--- src/fcd_pkg.sv ---
package fcd_pkg;

    // Bus clock
    localparam int CLK_NS = 20;

    // Write strobe width, rounded up to whole cycles
    localparam int WE_LOW_NS = 35;
    localparam logic [3:0] WE_LOW_CYC = 4'((WE_LOW_NS + CLK_NS - 1) / CLK_NS);

    // Read access time; the strobe also covers the two-flop input path
    localparam int RD_ACC_NS = 70;
    localparam logic [3:0] RD_ACC_CYC = 4'((RD_ACC_NS + CLK_NS - 1) / CLK_NS);
    localparam logic [3:0] SYNC_CYC = 4'd2;
    localparam logic [3:0] RD_STROBE_CYC = RD_ACC_CYC + SYNC_CYC;

    // Time before the ready pin is trusted after a final write
    localparam int BUSY_NS = 90;
    localparam logic [3:0] BUSY_CYC = 4'((BUSY_NS + CLK_NS - 1) / CLK_NS);

    // Sector erase queueing window, longest time so rounded down
    localparam int ERASE_WIN_NS = 50000;
    localparam logic [11:0] ERASE_WIN_CYC = 12'(ERASE_WIN_NS / CLK_NS);
    localparam logic [11:0] WIN_GUARD_CYC = 12'h010;
    localparam logic [11:0] WIN_ACCEPT_CYC = ERASE_WIN_CYC - WIN_GUARD_CYC;

    // Command addresses, word and byte mode
    localparam logic [19:0] CA_UNLOCK1_W = 20'h00555;
    localparam logic [19:0] CA_UNLOCK2_W = 20'h002aa;
    localparam logic [19:0] CA_UNLOCK1_B = 20'h00aaa;
    localparam logic [19:0] CA_UNLOCK2_B = 20'h00555;
    localparam logic [19:0] CA_QUERY_W = 20'h00055;
    localparam logic [19:0] CA_QUERY_B = 20'h000aa;
    localparam logic [19:0] CA_ANY = 20'h00000;

    // Command data bytes
    localparam logic [7:0] CD_UNLOCK1 = 8'haa;
    localparam logic [7:0] CD_UNLOCK2 = 8'h55;
    localparam logic [7:0] CD_RESET = 8'hf0;
    localparam logic [7:0] CD_IDENT = 8'h90;
    localparam logic [7:0] CD_OTP = 8'h88;
    localparam logic [7:0] CD_EXIT2 = 8'h00;
    localparam logic [7:0] CD_QUERY = 8'h98;
    localparam logic [7:0] CD_PROG = 8'ha0;
    localparam logic [7:0] CD_FAST = 8'h20;
    localparam logic [7:0] CD_ERASE = 8'h80;
    localparam logic [7:0] CD_CHIP = 8'h10;
    localparam logic [7:0] CD_SECTOR = 8'h30;
    localparam logic [7:0] CD_SUSPEND = 8'hb0;
    localparam logic [7:0] CD_RESUME = 8'h30;

    typedef enum logic [3:0] {
        OP_READ = 4'h0,
        OP_RESET = 4'h1,
        OP_IDENT = 4'h2,
        OP_OTP_ENTER = 4'h3,
        OP_OTP_EXIT = 4'h4,
        OP_QUERY = 4'h5,
        OP_PROGRAM = 4'h6,
        OP_FAST_ENTER = 4'h7,
        OP_FAST_PROG = 4'h8,
        OP_FAST_EXIT = 4'h9,
        OP_CHIP_ERASE = 4'ha,
        OP_SECTOR_ERASE = 4'hb,
        OP_SECTOR_ADD = 4'hc,
        OP_SUSPEND = 4'hd,
        OP_RESUME = 4'he
    } fcd_op_e;

    typedef enum logic [8:0] {
        M_ARRAY = 9'h001,
        M_IDENT = 9'h002,
        M_OTP = 9'h004,
        M_QUERY = 9'h008,
        M_FAST = 9'h010,
        M_EWIN = 9'h020,
        M_ERASING = 9'h040,
        M_CHIPER = 9'h080,
        M_SUSP = 9'h100
    } fcd_mode_e;

    typedef enum logic [3:0] {
        P_IDLE = 4'h1,
        P_SETUP = 4'h2,
        P_STROBE = 4'h4,
        P_HOLD = 4'h8
    } fcd_phase_e;

    // One bus cycle of a sequence
    typedef struct packed {
        logic last;
        logic wr;
        logic [19:0] addr;
        logic [15:0] data;
    } fcd_cyc_s;

endpackage

--- src/fcd_sync.sv ---
`timescale 1ns/10ps
module fcd_sync
    import fcd_pkg::*;
(
    input wire logic clock,
    input wire logic srst,
    input wire logic [16:0] pin_in,
    output logic [16:0] pin_sync
);

    typedef struct packed {
        logic [16:0] meta;
        logic [16:0] sync;
    } fcd_sync_s;

    fcd_sync_s s_ff;
    fcd_sync_s nxt_s;

    // Two flops; the first is read only by the second
    always_comb begin
        nxt_s.meta = pin_in;
        nxt_s.sync = s_ff.meta;
    end

    always_ff @(posedge clock) begin
        if (srst) begin
            s_ff <= '0;
        end else begin
            s_ff <= nxt_s;
        end
    end

    assign pin_sync = s_ff.sync;

endmodule

--- src/fcd_cycle.sv ---
`timescale 1ns/10ps
module fcd_cycle
    import fcd_pkg::*;
(
    input wire logic clock,
    input wire logic srst,
    input wire logic start,
    input wire logic wr,
    input wire logic [19:0] addr,
    input wire logic [15:0] wdata,
    input wire logic [15:0] dq_sync,
    output logic done,
    output logic [15:0] rdata,
    output logic [19:0] fl_addr,
    output logic [15:0] fl_dq_o,
    output logic fl_dq_oe,
    output logic fl_ce_n,
    output logic fl_we_n,
    output logic fl_oe_n
);

    typedef struct packed {
        fcd_phase_e phase;
        logic [3:0] cnt;
        logic wr;
        logic done;
        logic [15:0] rdata;
        logic [19:0] addr;
        logic [15:0] dq;
        logic dq_oe;
        logic ce_n;
        logic we_n;
        logic oe_n;
    } fcd_cycle_s;

    fcd_cycle_s s_ff;
    fcd_cycle_s nxt_s;

    // Chip select falls first so write-strobe fall is the later edge;
    // data is held one cycle past the write-strobe rise
    always_comb begin
        nxt_s = s_ff;
        nxt_s.done = 1'b0;
        unique case (s_ff.phase)
            P_IDLE: begin
                if (start) begin
                    nxt_s.phase = P_SETUP;
                    nxt_s.wr = wr;
                    nxt_s.addr = addr;
                    nxt_s.dq = wr ? wdata : 16'h0000;
                    nxt_s.dq_oe = wr;
                    nxt_s.ce_n = 1'b0;
                end
            end
            P_SETUP: begin
                nxt_s.phase = P_STROBE;
                nxt_s.we_n = ~s_ff.wr;
                nxt_s.oe_n = s_ff.wr;
                nxt_s.cnt = (s_ff.wr ? WE_LOW_CYC : RD_STROBE_CYC) - 4'd1;
            end
            P_STROBE: begin
                if (s_ff.cnt == 4'h0) begin
                    nxt_s.phase = P_HOLD;
                    nxt_s.we_n = 1'b1;
                    nxt_s.oe_n = 1'b1;
                    if (!s_ff.wr) begin
                        nxt_s.rdata = dq_sync;
                    end
                end else begin
                    nxt_s.cnt = s_ff.cnt - 4'd1;
                end
            end
            P_HOLD: begin
                nxt_s.phase = P_IDLE;
                nxt_s.ce_n = 1'b1;
                nxt_s.dq_oe = 1'b0;
                nxt_s.done = 1'b1;
            end
        endcase
    end

    always_ff @(posedge clock) begin
        if (srst) begin
            s_ff <= '{phase: P_IDLE, ce_n: 1'b1, we_n: 1'b1, oe_n: 1'b1, default: '0};
        end else begin
            s_ff <= nxt_s;
        end
    end

    assign done = s_ff.done;
    assign rdata = s_ff.rdata;
    assign fl_addr = s_ff.addr;
    assign fl_dq_o = s_ff.dq;
    assign fl_dq_oe = s_ff.dq_oe;
    assign fl_ce_n = s_ff.ce_n;
    assign fl_we_n = s_ff.we_n;
    assign fl_oe_n = s_ff.oe_n;

    a_we_inside_ce: assert property (
        @(posedge clock) disable iff (srst) !fl_we_n |-> !fl_ce_n && fl_dq_oe && fl_oe_n)
        else $error("write strobe low outside a selected write");

    a_addr_held: assert property (
        @(posedge clock) disable iff (srst) !fl_ce_n && $past(!fl_ce_n) |-> $stable(fl_addr))
        else $error("address moved while chip selected");

    a_data_past_rise: assert property (
        @(posedge clock) disable iff (srst) $rose(fl_we_n) |-> fl_dq_oe && $stable(fl_dq_o) ##1 !fl_dq_oe)
        else $error("write data not held across strobe rise");

    a_write_width: assert property (
        @(posedge clock) disable iff (srst) $fell(fl_we_n) |-> !fl_we_n [*2] ##1 fl_we_n)
        else $error("write strobe width wrong");

endmodule

--- src/fcd_host.sv ---
`timescale 1ns/10ps
// Summary of operation
// - F0 write returns device to array read, or to suspend if identify was entered from suspend
// - Array read is one plain read cycle
// - All sequence cycles write, except reads
// - Identify: three unlock/90 writes, then read
// - Secure region entry: unlock pair, then 88
// - Secure region exit: unlock pair, 90, 00
// - Query 98 only from array or identify
// - Program: unlock pair, A0, location and value
// - Fast mode entry: unlock pair, then 20
// - Fast program: A0 then location and value
// - Fast exit: 90 then 00, or F0
// - Chip erase: six writes ending in 10
// - Sector erase: six writes ending sector/30
// - More sectors queue with single 30 writes
module fcd_host
    import fcd_pkg::*;
(
    input wire logic clock,
    input wire logic srst,
    input wire logic req,
    input fcd_op_e op,
    input wire logic [19:0] addr,
    input wire logic [15:0] wdata,
    input wire logic byte_mode,
    output logic busy,
    output logic done,
    output logic refused,
    output logic [15:0] rdata,
    output logic [8:0] mode_state,
    output logic [19:0] fl_addr,
    output logic [15:0] fl_dq_o,
    output logic fl_dq_oe,
    input wire logic [15:0] fl_dq_i,
    output logic fl_ce_n,
    output logic fl_we_n,
    output logic fl_oe_n,
    input wire logic fl_ready_i
);

    typedef enum logic [2:0] {
        C_IDLE = 3'h1,
        C_ISSUE = 3'h2,
        C_WAIT = 3'h4
    } fcd_ctl_e;

    typedef struct packed {
        fcd_ctl_e ctl;
        fcd_mode_e mode;
        logic susp;
        logic [2:0] step;
        fcd_op_e op;
        logic [19:0] addr;
        logic [15:0] wdata;
        logic bm;
        logic [11:0] win;
        logic [3:0] settle;
        logic start;
        logic done;
        logic refused;
        logic [15:0] rdata;
    } fcd_host_s;

    fcd_host_s s_ff;
    fcd_host_s nxt_s;
    fcd_cyc_s cyc;
    logic [16:0] pins_sync;
    logic [15:0] dq_sync;
    logic rb_ready;
    logic cyc_done;
    logic [15:0] cyc_rdata;
    logic ok;

    // Ready pin and read data both come from outside the clock domain
    fcd_sync u_sync (
        .clock(clock),
        .srst(srst),
        .pin_in({fl_ready_i, fl_dq_i}),
        .pin_sync(pins_sync)
    );
    assign rb_ready = pins_sync[16];
    assign dq_sync = pins_sync[15:0];

    fcd_cycle u_cycle (
        .clock(clock),
        .srst(srst),
        .start(s_ff.start),
        .wr(cyc.wr),
        .addr(cyc.addr),
        .wdata(cyc.data),
        .dq_sync(dq_sync),
        .done(cyc_done),
        .rdata(cyc_rdata),
        .fl_addr(fl_addr),
        .fl_dq_o(fl_dq_o),
        .fl_dq_oe(fl_dq_oe),
        .fl_ce_n(fl_ce_n),
        .fl_we_n(fl_we_n),
        .fl_oe_n(fl_oe_n)
    );

    // Bus cycle for a step of a sequence; upper data byte stays zero on unlock
    // and command cycles, upper address bits on all but the sector/30 cycles
    function automatic fcd_cyc_s seq_step(input fcd_op_e o, input logic [2:0] st, input logic bm,
                                          input logic [19:0] ua, input logic [15:0] ud);
        fcd_cyc_s c;
        logic [19:0] a1;
        logic [19:0] a2;
        a1 = bm ? CA_UNLOCK1_B : CA_UNLOCK1_W;
        a2 = bm ? CA_UNLOCK2_B : CA_UNLOCK2_W;
        c = '{last: 1'b0, wr: 1'b1, addr: a1, data: {8'h00, CD_UNLOCK1}};
        if (st == 3'd1 || st == 3'd4) begin
            c.addr = a2;
            c.data = {8'h00, CD_UNLOCK2};
        end
        unique case (o)
            OP_READ: c = '{last: 1'b1, wr: 1'b0, addr: ua, data: 16'h0000};
            OP_RESET: c = '{last: 1'b1, wr: 1'b1, addr: CA_ANY, data: {8'h00, CD_RESET}};
            OP_QUERY: c = '{last: 1'b1, wr: 1'b1, addr: bm ? CA_QUERY_B : CA_QUERY_W, data: {8'h00, CD_QUERY}};
            OP_SECTOR_ADD: c = '{last: 1'b1, wr: 1'b1, addr: ua, data: {8'h00, CD_SECTOR}};
            OP_SUSPEND: c = '{last: 1'b1, wr: 1'b1, addr: CA_ANY, data: {8'h00, CD_SUSPEND}};
            OP_RESUME: c = '{last: 1'b1, wr: 1'b1, addr: CA_ANY, data: {8'h00, CD_RESUME}};
            OP_FAST_PROG: begin
                c = '{last: 1'b0, wr: 1'b1, addr: CA_ANY, data: {8'h00, CD_PROG}};
                if (st == 3'd1) begin
                    c = '{last: 1'b1, wr: 1'b1, addr: ua, data: ud};
                end
            end
            OP_FAST_EXIT: begin
                c = '{last: 1'b0, wr: 1'b1, addr: CA_ANY, data: {8'h00, CD_IDENT}};
                if (st == 3'd1) begin
                    c = '{last: 1'b1, wr: 1'b1, addr: CA_ANY, data: {8'h00, CD_EXIT2}};
                end
            end
            default: begin
                // Third cycle: command byte at the unlock address
                if (st == 3'd2) begin
                    unique case (o)
                        OP_IDENT: c.data = {8'h00, CD_IDENT};
                        OP_OTP_EXIT: c.data = {8'h00, CD_IDENT};
                        OP_OTP_ENTER: c.data = {8'h00, CD_OTP};
                        OP_PROGRAM: c.data = {8'h00, CD_PROG};
                        OP_FAST_ENTER: c.data = {8'h00, CD_FAST};
                        default: c.data = {8'h00, CD_ERASE};
                    endcase
                    c.last = (o == OP_OTP_ENTER) || (o == OP_FAST_ENTER);
                end
                if (st == 3'd3) begin
                    unique case (o)
                        OP_IDENT: c = '{last: 1'b1, wr: 1'b0, addr: ua, data: 16'h0000};
                        OP_OTP_EXIT: c = '{last: 1'b1, wr: 1'b1, addr: CA_ANY, data: {8'h00, CD_EXIT2}};
                        OP_PROGRAM: c = '{last: 1'b1, wr: 1'b1, addr: ua, data: ud};
                        default: c.addr = a1;
                    endcase
                end
                if (st == 3'd5) begin
                    c.last = 1'b1;
                    c.addr = (o == OP_SECTOR_ERASE) ? ua : a1;
                    c.data = {8'h00, (o == OP_SECTOR_ERASE) ? CD_SECTOR : CD_CHIP};
                end
            end
        endcase
        return c;
    endfunction

    // Which requests the device would honour in its present mode; the
    // rest are refused here rather than sent and silently dropped
    function automatic logic allowed(input fcd_op_e o, input fcd_mode_e m, input logic idle_dev,
                                     input logic [11:0] w);
        logic a;
        a = 1'b0;
        unique case (m)
            M_ARRAY: a = o inside {OP_READ, OP_RESET, OP_IDENT, OP_OTP_ENTER, OP_QUERY, OP_PROGRAM,
                                   OP_FAST_ENTER, OP_CHIP_ERASE, OP_SECTOR_ERASE};
            M_IDENT: a = o inside {OP_READ, OP_RESET, OP_QUERY};
            M_OTP: a = o inside {OP_READ, OP_PROGRAM, OP_OTP_EXIT};
            M_QUERY: a = o inside {OP_READ, OP_RESET};
            M_FAST: a = o inside {OP_READ, OP_FAST_PROG, OP_FAST_EXIT, OP_RESET};
            M_EWIN: a = (o == OP_READ) || (o == OP_SUSPEND) || (o == OP_SECTOR_ADD && w < WIN_ACCEPT_CYC);
            M_ERASING: a = o inside {OP_READ, OP_SUSPEND};
            M_CHIPER: a = (o == OP_READ);
            M_SUSP: a = o inside {OP_READ, OP_PROGRAM, OP_IDENT, OP_RESUME};
            default: a = 1'b0;
        endcase
        // Embedded program still running: only reads go out
        if (!idle_dev && o != OP_READ && !(m inside {M_EWIN, M_ERASING, M_CHIPER})) begin
            a = 1'b0;
        end
        return a;
    endfunction

    assign cyc = seq_step(s_ff.op, s_ff.step, s_ff.bm, s_ff.addr, s_ff.wdata);
    assign ok = allowed(op, s_ff.mode, rb_ready && s_ff.settle == 4'h0, s_ff.win);

    // Sequencer and device mode tracker
    always_comb begin
        nxt_s = s_ff;
        nxt_s.start = 1'b0;
        nxt_s.done = 1'b0;
        nxt_s.refused = 1'b0;
        if (s_ff.settle != 4'h0) begin
            nxt_s.settle = s_ff.settle - 4'd1;
        end
        // Queue window runs out, erasure starts
        if (s_ff.mode == M_EWIN) begin
            if (s_ff.win >= ERASE_WIN_CYC) begin
                nxt_s.mode = M_ERASING;
            end else begin
                nxt_s.win = s_ff.win + 12'd1;
            end
        end
        // Ready pin is ignored until the device had time to pull it low
        if ((s_ff.mode == M_ERASING || s_ff.mode == M_CHIPER) && s_ff.settle == 4'h0 && rb_ready) begin
            nxt_s.mode = M_ARRAY;
        end
        unique case (s_ff.ctl)
            C_IDLE: begin
                if (req) begin
                    if (ok) begin
                        nxt_s.ctl = C_ISSUE;
                        nxt_s.op = op;
                        nxt_s.addr = addr;
                        nxt_s.wdata = wdata;
                        nxt_s.bm = byte_mode;
                        nxt_s.step = 3'd0;
                    end else begin
                        nxt_s.refused = 1'b1;
                    end
                end
            end
            C_ISSUE: begin
                nxt_s.start = 1'b1;
                nxt_s.ctl = C_WAIT;
            end
            C_WAIT: begin
                if (cyc_done && !cyc.last) begin
                    nxt_s.step = s_ff.step + 3'd1;
                    nxt_s.ctl = C_ISSUE;
                end
                if (cyc_done && cyc.last) begin
                    nxt_s.ctl = C_IDLE;
                    nxt_s.done = 1'b1;
                    if (cyc.wr) begin
                        nxt_s.settle = BUSY_CYC;
                    end else begin
                        nxt_s.rdata = cyc_rdata;
                    end
                    unique case (s_ff.op)
                        OP_RESET: nxt_s.mode = (s_ff.mode == M_IDENT && s_ff.susp) ? M_SUSP : M_ARRAY;
                        OP_IDENT: begin
                            nxt_s.mode = M_IDENT;
                            nxt_s.susp = (s_ff.mode == M_SUSP);
                        end
                        OP_OTP_ENTER: nxt_s.mode = M_OTP;
                        OP_OTP_EXIT: nxt_s.mode = M_ARRAY;
                        OP_QUERY: nxt_s.mode = M_QUERY;
                        OP_FAST_ENTER: nxt_s.mode = M_FAST;
                        OP_FAST_EXIT: nxt_s.mode = M_ARRAY;
                        OP_CHIP_ERASE: nxt_s.mode = M_CHIPER;
                        OP_SECTOR_ERASE, OP_SECTOR_ADD: begin
                            nxt_s.mode = M_EWIN;
                            nxt_s.win = 12'h000;
                        end
                        OP_SUSPEND: nxt_s.mode = M_SUSP;
                        OP_RESUME: nxt_s.mode = M_ERASING;
                        default: nxt_s.mode = s_ff.mode;
                    endcase
                end
            end
        endcase
    end

    always_ff @(posedge clock) begin
        if (srst) begin
            s_ff <= '{ctl: C_IDLE, mode: M_ARRAY, op: OP_READ, default: '0};
        end else begin
            s_ff <= nxt_s;
        end
    end

    // Ready for a request only when idle
    assign busy = (s_ff.ctl != C_IDLE);
    assign done = s_ff.done;
    assign refused = s_ff.refused;
    assign rdata = s_ff.rdata;
    assign mode_state = s_ff.mode;

    a_reset_code: assert property (
        @(posedge clock) disable iff (srst) s_ff.start && s_ff.op == OP_RESET |-> cyc.wr && cyc.data == 16'h00f0)
        else $error("reset cycle without F0");

    a_unlock_low: assert property (
        @(posedge clock) disable iff (srst)
        s_ff.start && s_ff.step == 3'd0 && s_ff.op == OP_PROGRAM |-> cyc.data[15:8] == 8'h00 && cyc.addr[19:11] == 9'h000)
        else $error("unlock cycle with upper bits set");

    a_query_gate: assert property (
        @(posedge clock) disable iff (srst)
        req && !busy && op == OP_QUERY && !(s_ff.mode inside {M_ARRAY, M_IDENT}) |=> refused && !busy)
        else $error("query accepted outside array or identify");

    a_suspend_gate: assert property (
        @(posedge clock) disable iff (srst)
        req && !busy && op == OP_SUSPEND && !(s_ff.mode inside {M_EWIN, M_ERASING}) |=> refused)
        else $error("suspend accepted outside sector erase");

    a_resume_gate: assert property (
        @(posedge clock) disable iff (srst) req && !busy && op == OP_RESUME && s_ff.mode != M_SUSP |=> refused)
        else $error("resume accepted while not suspended");

    a_fast_filter: assert property (
        @(posedge clock) disable iff (srst)
        req && !busy && s_ff.mode == M_FAST && !(op inside {OP_READ, OP_FAST_PROG, OP_FAST_EXIT, OP_RESET})
        |=> refused)
        else $error("foreign command sent in fast mode");

    a_chip_ignore: assert property (
        @(posedge clock) disable iff (srst) req && !busy && s_ff.mode == M_CHIPER && op != OP_READ |=> refused)
        else $error("command sent during chip erase");

    a_window_max: assert property (
        @(posedge clock) disable iff (srst)
        s_ff.mode == M_EWIN && s_ff.win == ERASE_WIN_CYC && !(s_ff.ctl == C_WAIT && cyc_done && cyc.last)
        |=> s_ff.mode == M_ERASING)
        else $error("queue window not closed on time");

endmodule

--- config.mk ---
export PLATFORM = sky130hd
export DESIGN_NAME = fcd_host
export DESIGN_NICKNAME = d
export VERILOG_FILES = /design/src/fcd_pkg.sv /design/src/fcd_sync.sv /design/src/fcd_cycle.sv /design/src/fcd_host.sv
export SDC_FILE = /design/constraint.sdc
export NUM_CORES = 1
export LEC_CHECK = 0
export BUFFER_PORTS_ARGS = -buffer_cell sky130_fd_sc_hd__buf_2
export CAP_MARGIN = 0
export CORE_MARGIN = 2
export CORE_UTILIZATION = 47
export CTS_CLUSTER_DIAMETER = 40
export CTS_CLUSTER_SIZE = 25
export DETAILED_ROUTE_END_ITERATION = 16
export GPL_ROUTABILITY_DRIVEN = 0
export GPL_TIMING_DRIVEN = 0
export PLACE_DENSITY = 0.74
export SLEW_MARGIN = 20
export SYNTH_ARGS = -nofsm -noshare
export SYNTH_HDL_FRONTEND = slang
export SYNTH_SLANG_ARGS = --single-unit
--- constraint.sdc ---
create_clock -name clock -period 3.1 [get_ports clock]
set_input_delay 0.465 -clock clock [delete_from_list [all_inputs] [get_ports clock]]
set_output_delay 0.465 -clock clock [all_outputs]
set_load 0.05 [all_outputs]
Word level (Yosys, flattened, before mapping)
Index checks and enable logic that the tools add are counted.

Bits in registers: 192. Input port bits: 61. Logic and storage cells: 207. Output and inout port bits: 68.

Add/subtract/negate cells: 5. Mux-type cells: 58. Magnitude comparators: 2. Reductions and logical operators: 52. Bitwise gates (word level): 5. Equality and inequality tests: 58.

Operators with widths (count): $pmux W38 S8 (1); $mux W38 (3); $pmux W9 S10 (1); $mux W44 (2); $mux W16 (4); $eq A4 B4 Y1 const B (15); $mux W12 (4); $pmux W20 S2 (1); $eq A4 B3 Y1 const B (9); $mux W36 (1); $mux W9 (4); $pmux W16 S2 (1); $pmux W8 S4 (1); $mux W28 (1); $eq A4 B2 Y1 const B (5); $mux W20 (1); $mux W4 (5); $logic_not A4 Y1 (4); $pmux W4 S4 (1); $reduce_bool A4 Y1 (4); $mux W3 (5); $reduce_and A3 Y1 (5); $mux W13 (1); $add A12 B1 Y12 const B (1); 44 further kinds (100).

Longest topological paths before layout
Gate-level depths: netlist of run 1.

Depth in word-level cells: 13. Depth in mapped cells: 11.

Hierarchy
A second synthesis of run 1 with hierarchy kept.

Cells, all modules: 1101. Area, all modules: 9595.5 µm².

Modules (own cells, without submodules): fcd_host (instances 1, sequential area each 1841.8 µm², area each 5631.7 µm², cells an instance 679); fcd_cycle (instances 1, sequential area each 1321.3 µm², area each 3026.7 µm², cells an instance 351); fcd_sync (instances 1, sequential area each 680.7 µm², area each 937.1 µm², cells an instance 71).

Least setup slack after synthesis of run 1
No wires, ideal clock.

Path kind: input-to-reg. Start: input op[1]. End: register s_ff[35] in the netlist's numbering. Slack: 602 ps. Buffers on the path: 2. Arrival time: 2370 ps. Cell stages on the path: 8. Path through: clkbuf_1 > or4_1 > or4_1 > nand4_1 > o2111ai_2 > buf_6 > mux2i_1 > nor2_1.

Longest elaborated chain between the ends: 6.

RTL lines: start: declaration (line fcd_host.sv:23) `input fcd_op_e op,`; parallel branches: the longest is 4 deep, another holds $reduce_bool A9 Y1; $mux W1 (*) (line fcd_host.sv:187) `if (!idle_dev && o != OP_READ && !(m inside {M_EWIN, M_ERASING, M_CHIPER})) begin`; $reduce_and A3 Y1 (no line) (*); end signal: assignment (line fcd_host.sv:278) `s_ff <= nxt_s;`; end: declaration (line fcd_host.sv:65) `fcd_host_s s_ff;`.

Every way passes the cells marked *. A chain may end at the register's enable or synchronous reset.

Final worst setup path of run 1
Start: register s_ff, in the netlist mode_state[2]. End: register s_ff[75] in the netlist's numbering.

Longest elaborated chain between the ends: 6.

RTL lines (line): $eq A9 B6 Y1 (tied with other cells) (fcd_host.sv:173, fcd_host.sv:187); $reduce_bool A3 Y1 (fcd_host.sv:187); $logic_not A1 Y1 (fcd_host.sv:187); $logic_and A1 B1 Y1 (fcd_host.sv:187); $mux W1 (*) (fcd_host.sv:187); $reduce_and A3 Y1 (no line) (*).

Mark *: on every way between the ends. The rest lies on a longest branch, timed or not.

==> flow_metrics.env, run 1 <==
export IMPL_dr_first_iter_drc_count=807
export IMPL_syn_nets=1087
export IMPL_critPathKind="reg2reg"
export IMPL_tightest_slew_ps=1340
export IMPL_p_clk_share_pct=41.1
export IMPL_num_vias=7556
export IMPL_syn_area_um2=8620
export IMPL_io_buffer_count=124
export IMPL_num_io_pins=129
export IMPL_synth_compound_area_share_pct=15.2
export IMPL_cts_root_buf="clkbuf_16"
export IMPL_numCtsBuffers=17
export IMPL_postSynth_asyncResetShare_pct=0
export IMPL_cts_tree="yes"
export IMPL_diodes=0
export IMPL_cp_required_ps=3390
export IMPL_postRouteAntennaNets=0
export IMPL_crit_path_start_kind="flop"
export IMPL_synth_mux_area_share_pct=5.24
export IMPL_use_met3_pct=5.88
export IMPL_synthFlopType="dfxtp_1"
export IMPL_seq_area_frac_synth_pct=44.6
export IMPL_first_pass_iters=6
export IMPL_internal_power_uw=3900
export IMPL_finalClockSkew_ps=13.9
export IMPL_numClockSinks=192
export IMPL_grt_overflow=0
export IMPL_p_sw_share_pct=26.6
export IMPL_setup_violations=0
export IMPL_p_leak_uw=0.00441
export IMPL_max_cap_violations=0
export IMPL_cts_max_level=4
export IMPL_syn_inst=1016
export IMPL_max_freq_mhz=344
export IMPL_dp_hpwl_um=15900
export IMPL_drive_gt1_share_pct=21.0
export IMPL_finalHoldViolations=0
export IMPL_wl_um=21800
export IMPL_grt_use_total_pct=22.4
export IMPL_avgRoutedWirePerCell_um=15.5
export IMPL_busiest_layer="met2"
export IMPL_core_area_um2=18000
export IMPL_period_share_pct=93.8
export IMPL_synth_edff_count=0
export IMPL_slew_violations=0
export IMPL_clkSlewWorstSetupHoldPaths_ps=80
export IMPL_drcViolationCount=0
export IMPL_row_count=49
export IMPL_nFillCells=1645
export IMPL_powerDensity_nw_per_um2=524
export IMPL_die_h_um=139
export IMPL_p_seq_share_pct=48.9
export IMPL_antenna_found_initial=0
export IMPL_hold_path_class="in2reg"
export IMPL_grt_pass1_wl_um=35500
export IMPL_grt_pass1_vias=7166
export IMPL_synth_xor_area_share_pct=1.73
export IMPL_end_kind="flop"
export IMPL_status="complete, no violations"
export IMPL_globalRouteMet2Util_pct=35.7
export IMPL_use_met1_pct=28.9
export IMPL_areaGrowthSynthToFinish_pct=17.7
export IMPL_fin_area_um2=10100
export IMPL_p_comb_share_pct=10.0
export IMPL_fin_crit_ps=2910
export IMPL_grt_max_degree=20
export IMPL_dieArea_um2=19400
export IMPL_ir_drop_uv=366
export IMPL_dieWidth_um=139
export IMPL_final_nets=1232
export IMPL_relSlewSlack_pct=9.61
export IMPL_clk_latency_ps=440
export IMPL_rsz0062_at_grt="no"
export IMPL_whs_ps=242
export IMPL_switchingPower_uw=1410
export IMPL_synth_seq_cells=192
export IMPL_via_per_inst=5.39
export IMPL_worstPathArrival_ps=3200
export IMPL_synth_simple_area_share_pct=22.5
export IMPL_avgSynthCellArea_um2=8.48
export IMPL_initial_core_util_pct=48.0
export IMPL_cts_buffer_depth=2
export IMPL_crit_fanout=10
export IMPL_ys_warn_count=0
export IMPL_synthAdderAreaFrac_pct=1.45
export IMPL_fin_tns_setup_ps=0
export IMPL_synth_top_family_by_area="simple AND/OR/NAND/NOR gates"
export IMPL_placedInstanceArea_um2=9520
export IMPL_synthDistinctLibCells=67
-- worst paths after layout --
path | from | to | slack [ps] | depth (start not counted)
hold / removal | fl_dq_i[5] | u_sync.nxt_s[5] | 240 | 2
hold reg to reg | u_sync.nxt_s[3] | u_sync.pin_sync[3] | 430 | 1
setup reg to reg | mode_state[2] | s_ff[75] | 190 | 8
setup / recovery | mode_state[2] | s_ff[75] | 190 | 8
-- registers in the layout (all words and copies together) (netlist names), 9 cells and up --
signal,count
u_cycle.s_ff,9
u_cycle.rdata,16
s_ff,65
u_sync.nxt_s,17
u_sync.pin_sync,17
rdata,16
u_cycle.fl_addr,20
u_cycle.fl_dq_o,16
mode_state,9
-- worst max-delay path: stages, from the launching register on --
cell,delay [ps]
dfxtp_1,310
buf_2,160
or4_4,530
or4b_4,520
a211oi_2,280
o2111ai_2,400
buf_6,340
mux2i_1,170
nor2_1,50
-- cells by family (layout without fill, tap and decap cells) --
logic type	count (synthesis)	in the layout
xor gates and xnor gates	17	17
buffers and inverters	143	301
DFF	192	192
muxes	45	45
and+or+nand+nor	406	406
adders and majority gates	10	10
AOI/OAI and AO/OA	203	203
-- cells in the final DEF, fill, tap and decap left out, drive strengths merged, types with 6 or more instances in the layout --
cell / synthesis / layout
clkbuf: 52 / 69
o22ai: 6 / 6
xnor2: 10 / 10
nor2b: 42 / 42
nand2: 120 / 120
a22oi: 20 / 20
dfxtp: 192 / 192
mux2i: 44 / 44
nor2: 136 / 136
nand3: 15 / 15
a21oi: 76 / 76
a211oi: 9 / 9
ha: 10 / 10
inv: 21 / 28
nor4: 11 / 11
nand2b: 10 / 10
o21ai: 37 / 37
a32o: 6 / 6
buf: 70 / 196
nor4b: 7 / 7
or2: 6 / 6
nor3: 21 / 21
xor2: 7 / 7
-- what timing repair did --
item                       CTS  global route
buffers inserted             0             2
setup endpoints to repair    0            22
hold buffers                 0             0
gates resized for setup      0             5
-- layout make-up --
class                           instances  area [um2]  share of cell area, %
Sequential cell                       192        3840                   37.9
Clock inverter                         15         173                   1.70
Tap cell                              229         287                   2.82
Clock buffer                           17         425                   4.19
Timing Repair Buffer                  126         636                   6.27
Multi-Input combinational cell        681        3970                   39.2
Buffer                                122         728                   7.18
Inverter                               21        78.8                  0.777
-- routing by layer --
layer,vias to the layer above,share of wire [%],wire length [um]
li1,3737,-,-
met1,3470,44,9660
met2,296,46,9970
met3,53,7.3,1580
met4,0,2.7,586
met5,-,0,0
-- power groups by stage --
stage	registers (uW)	logic, uW	clock network [uW]
2_1_floorplan	2650	366	0
3_5_place_dp	2650	520	0
3_3_place_gp	2650	511	0
6_report	2600	533	2180
4_1_cts	2600	526	2220
5_1_grt	2610	599	2320
-- Yosys cell counts (7+ instances only) --
cell,count,area (um2)
a211oi_1,8,60.1
a21oi_1,75,375
a22oi_1,20,150
buf_4,61,458
clkbuf_1,52,195
dfxtp_1,192,3840
ha_1,10,125
inv_1,21,78.8
mux2i_1,44,440
nand2_1,120,450
nand2b_1,10,62.6
nand3_1,15,75.1
nor2_1,136,510
nor2b_1,42,263
nor3_1,20,100
nor4_1,11,68.8
nor4b_1,7,61.3
o21ai_0,35,175
xnor2_1,10,87.6
xor2_1,7,61.3
-- stage by stage --
step           util, %  power (uW)  setup WS [ps]  instances
2_1_floorplan        -        3020            602       1016
3_3_place_gp      53.0        3160            126       1369
3_5_place_dp      53.0        3170            113       1369
4_1_cts           56.3        5340            119       1401
5_1_grt           56.5        5530           10.5       1403
6_report          56.5        5310            192       1403
Power figures use the tool's default switching activity.
==> run 2, diff against run 1 <==
- CORE_UTILIZATION: 47 -> 50
- PLACE_DENSITY: 0.74 -> 0.77
==> flow_metrics.env, run 2 (synthesized netlist as in run 1, its figures left out) <==
export IMPL_status="complete, no violations"
export IMPL_final_nets=1232
export IMPL_slew_violations=0
export IMPL_regMostFlops="s_ff"
export IMPL_powerDensity_nw_per_um2=528
export IMPL_numCtsBuffers=17
export IMPL_postRouteAntennaNets=0
export IMPL_period_share_pct=92.9
export IMPL_relSlewSlack_pct=23.5
export IMPL_initial_core_util_pct=51.6
export IMPL_drive_gt1_share_pct=21.1
export IMPL_diodes=0
export IMPL_areaGrowthSynthToFinish_pct=17.6
export IMPL_ir_drop_uv=395
export IMPL_core_area_um2=16700
export IMPL_critPathMaxStageDelay_ps=530
export IMPL_dieArea_um2=18300
export IMPL_grt_pass1_wl_um=34200
export IMPL_grt_pass1_vias=6834
export IMPL_setup_violations=0
export IMPL_hold_path_class="in2reg"
export IMPL_p_seq_share_pct=48.6
export IMPL_crit_family="simple AND/OR/NAND/NOR gates"
export IMPL_cp_slowest_cell="or4_4"
export IMPL_largest_reg_flops=65
export IMPL_mostFrequentLayoutCells="192 x dfxtp_1, 135 x nor2_1, 125 x buf_2, 120 x nand2_1, 75 x a21oi_1"
export IMPL_worstPathArrival_ps=3180
export IMPL_io_buffer_count=124
export IMPL_clk_latency_ps=440
export IMPL_grt_overflow=0
export IMPL_finalPower_uw=5350
export IMPL_clkSlewWorstSetupHoldPaths_ps=70
export IMPL_p_comb_share_pct=9.9
export IMPL_wl_um=21800
export IMPL_path_buf_inv=2
export IMPL_r2r_end="s_ff[37]"
export IMPL_internal_power_uw=3970
export IMPL_final_common_cell="dfxtp_1"
export IMPL_cts_max_level=4
export IMPL_die_h_um=135
export IMPL_rsz0062_at_grt="no"
export IMPL_wl_met3_um=1740
export IMPL_crit_fanout=10
export IMPL_cts_root_buf="clkbuf_16"
export IMPL_highest_layer="met4"
export IMPL_max_freq_mhz=347
export IMPL_path_depth=8
export IMPL_dp_hpwl_um=15700
export IMPL_cp_required_ps=3400
export IMPL_grt_use_total_pct=23.7
export IMPL_num_io_pins=129
export IMPL_finalClockSkew_ps=12.8
export IMPL_row_count=47
export IMPL_max_cap_violations=0
export IMPL_nFillCells=1472
export IMPL_regArea_um2=3840
export IMPL_switchingPower_uw=1380
export IMPL_cts_buffer_depth=2
export IMPL_via_per_inst=5.41
export IMPL_reg2reg_setup_slack_ps=220
export IMPL_multi_input_area_um2=3970
export IMPL_grt_max_degree=18
export IMPL_fin_crit_ps=2880
export IMPL_p_clk_share_pct=41.5
export IMPL_antenna_found_initial=0
export IMPL_dieWidth_um=135
export IMPL_critPathKind="reg2reg"
export IMPL_r2r_cells=8
export IMPL_crit_path_end="s_ff[37]"
export IMPL_cp_startpoint="mode_state[2]"
export IMPL_avgRoutedWirePerCell_um=15.6
export IMPL_finalHoldViolations=0
export IMPL_first_pass_iters=8
export IMPL_r2r_start="mode_state[2]"
export IMPL_p_leak_uw=0.00440
export IMPL_p_sw_share_pct=25.7
export IMPL_wl_met1_um=9600
export IMPL_end_kind="flop"
export IMPL_met2_wirelength_um=9850
export IMPL_tightest_slew_ps=1140
export IMPL_fin_tns_setup_ps=0
export IMPL_cts_tree="yes"
export IMPL_numClockSinks=192
export IMPL_num_vias=7531
export IMPL_crit_chain="buf_2, or4_4, or4b_4, a211oi_2, o2111ai_2, buf_6, mux2i_1, nor2_1"
export IMPL_dr_first_iter_drc_count=993
export IMPL_drcViolationCount=0
export IMPL_crit_path_start_kind="flop"
-- run 2: layout make-up --
| cell class | count | share of cell area, % |
|---|---|---|
| plain buffers | 122 | 7.21 |
| clock buffers | 19 | 4.37 |
| clock inverters | 12 | 1.51 |
| inverters | 21 | 0.778 |
| multi-input cells | 681 | 39.2 |
| flip-flops and latches | 192 | 37.9 |
| well taps | 220 | 2.72 |
| repair buffers | 126 | 6.27 |
-- run 2: how the worst min path moves through the flow --
stage | startpoint | endpoint | slack (ps) | depth (start not counted)
2_1_floorplan | u_sync.nxt_s[0] | u_sync.pin_sync[0] | 410 | 1
3_3_place_gp | u_sync.nxt_s[7] | u_sync.pin_sync[7] | 420 | 1
3_5_place_dp | u_sync.nxt_s[12] | u_sync.pin_sync[12] | 420 | 1
4_1_cts | fl_dq_i[11] | u_sync.nxt_s[11] | 230 | 2
5_1_grt | fl_dq_i[11] | u_sync.nxt_s[11] | 240 | 2
6_report | fl_dq_i[11] | u_sync.nxt_s[11] | 240 | 2
-- run 2: repair_timing --
item                                    4_1_cts  5_1_grt
endpoints found under the setup margin        0       22
gates resized for setup                       0        9
hold buffers                                  0        0
buffers inserted                              0        2
-- run 2: power by group through the flow --
stage                     Clock, uW  Combinational (uW)  Sequential [uW]
final                          2220                 529             2600
after global routing           2330                 590             2610
after CTS                      2250                 524             2600
after detailed placement          0                 518             2650
after global placement            0                 509             2650
after floorplan                   0                 366             2650
-- run 2: metal layers --
metal	GRT usage, %	vias to the layer above
met3	6.21	61
met2	37.3	315
met5	0	-
li1	-	3729
met1	31.3	3426
met4	8.97	0
-- run 2: through the flow --
step / instances / worst slack (ps) / cell area (um2) / util, % / hold slack (ps)
2_1_floorplan: 1016 / 602 / 8620 / - / 414
3_3_place_gp: 1360 / 150 / 9510 / 57.0 / 415
3_5_place_dp: 1360 / 143 / 9510 / 57.0 / 420
4_1_cts: 1391 / 77.5 / 10100 / 60.5 / 228
5_1_grt: 1393 / 53.9 / 10100 / 60.7 / 238
6_report: 1393 / 219 / 10100 / 60.7 / 237
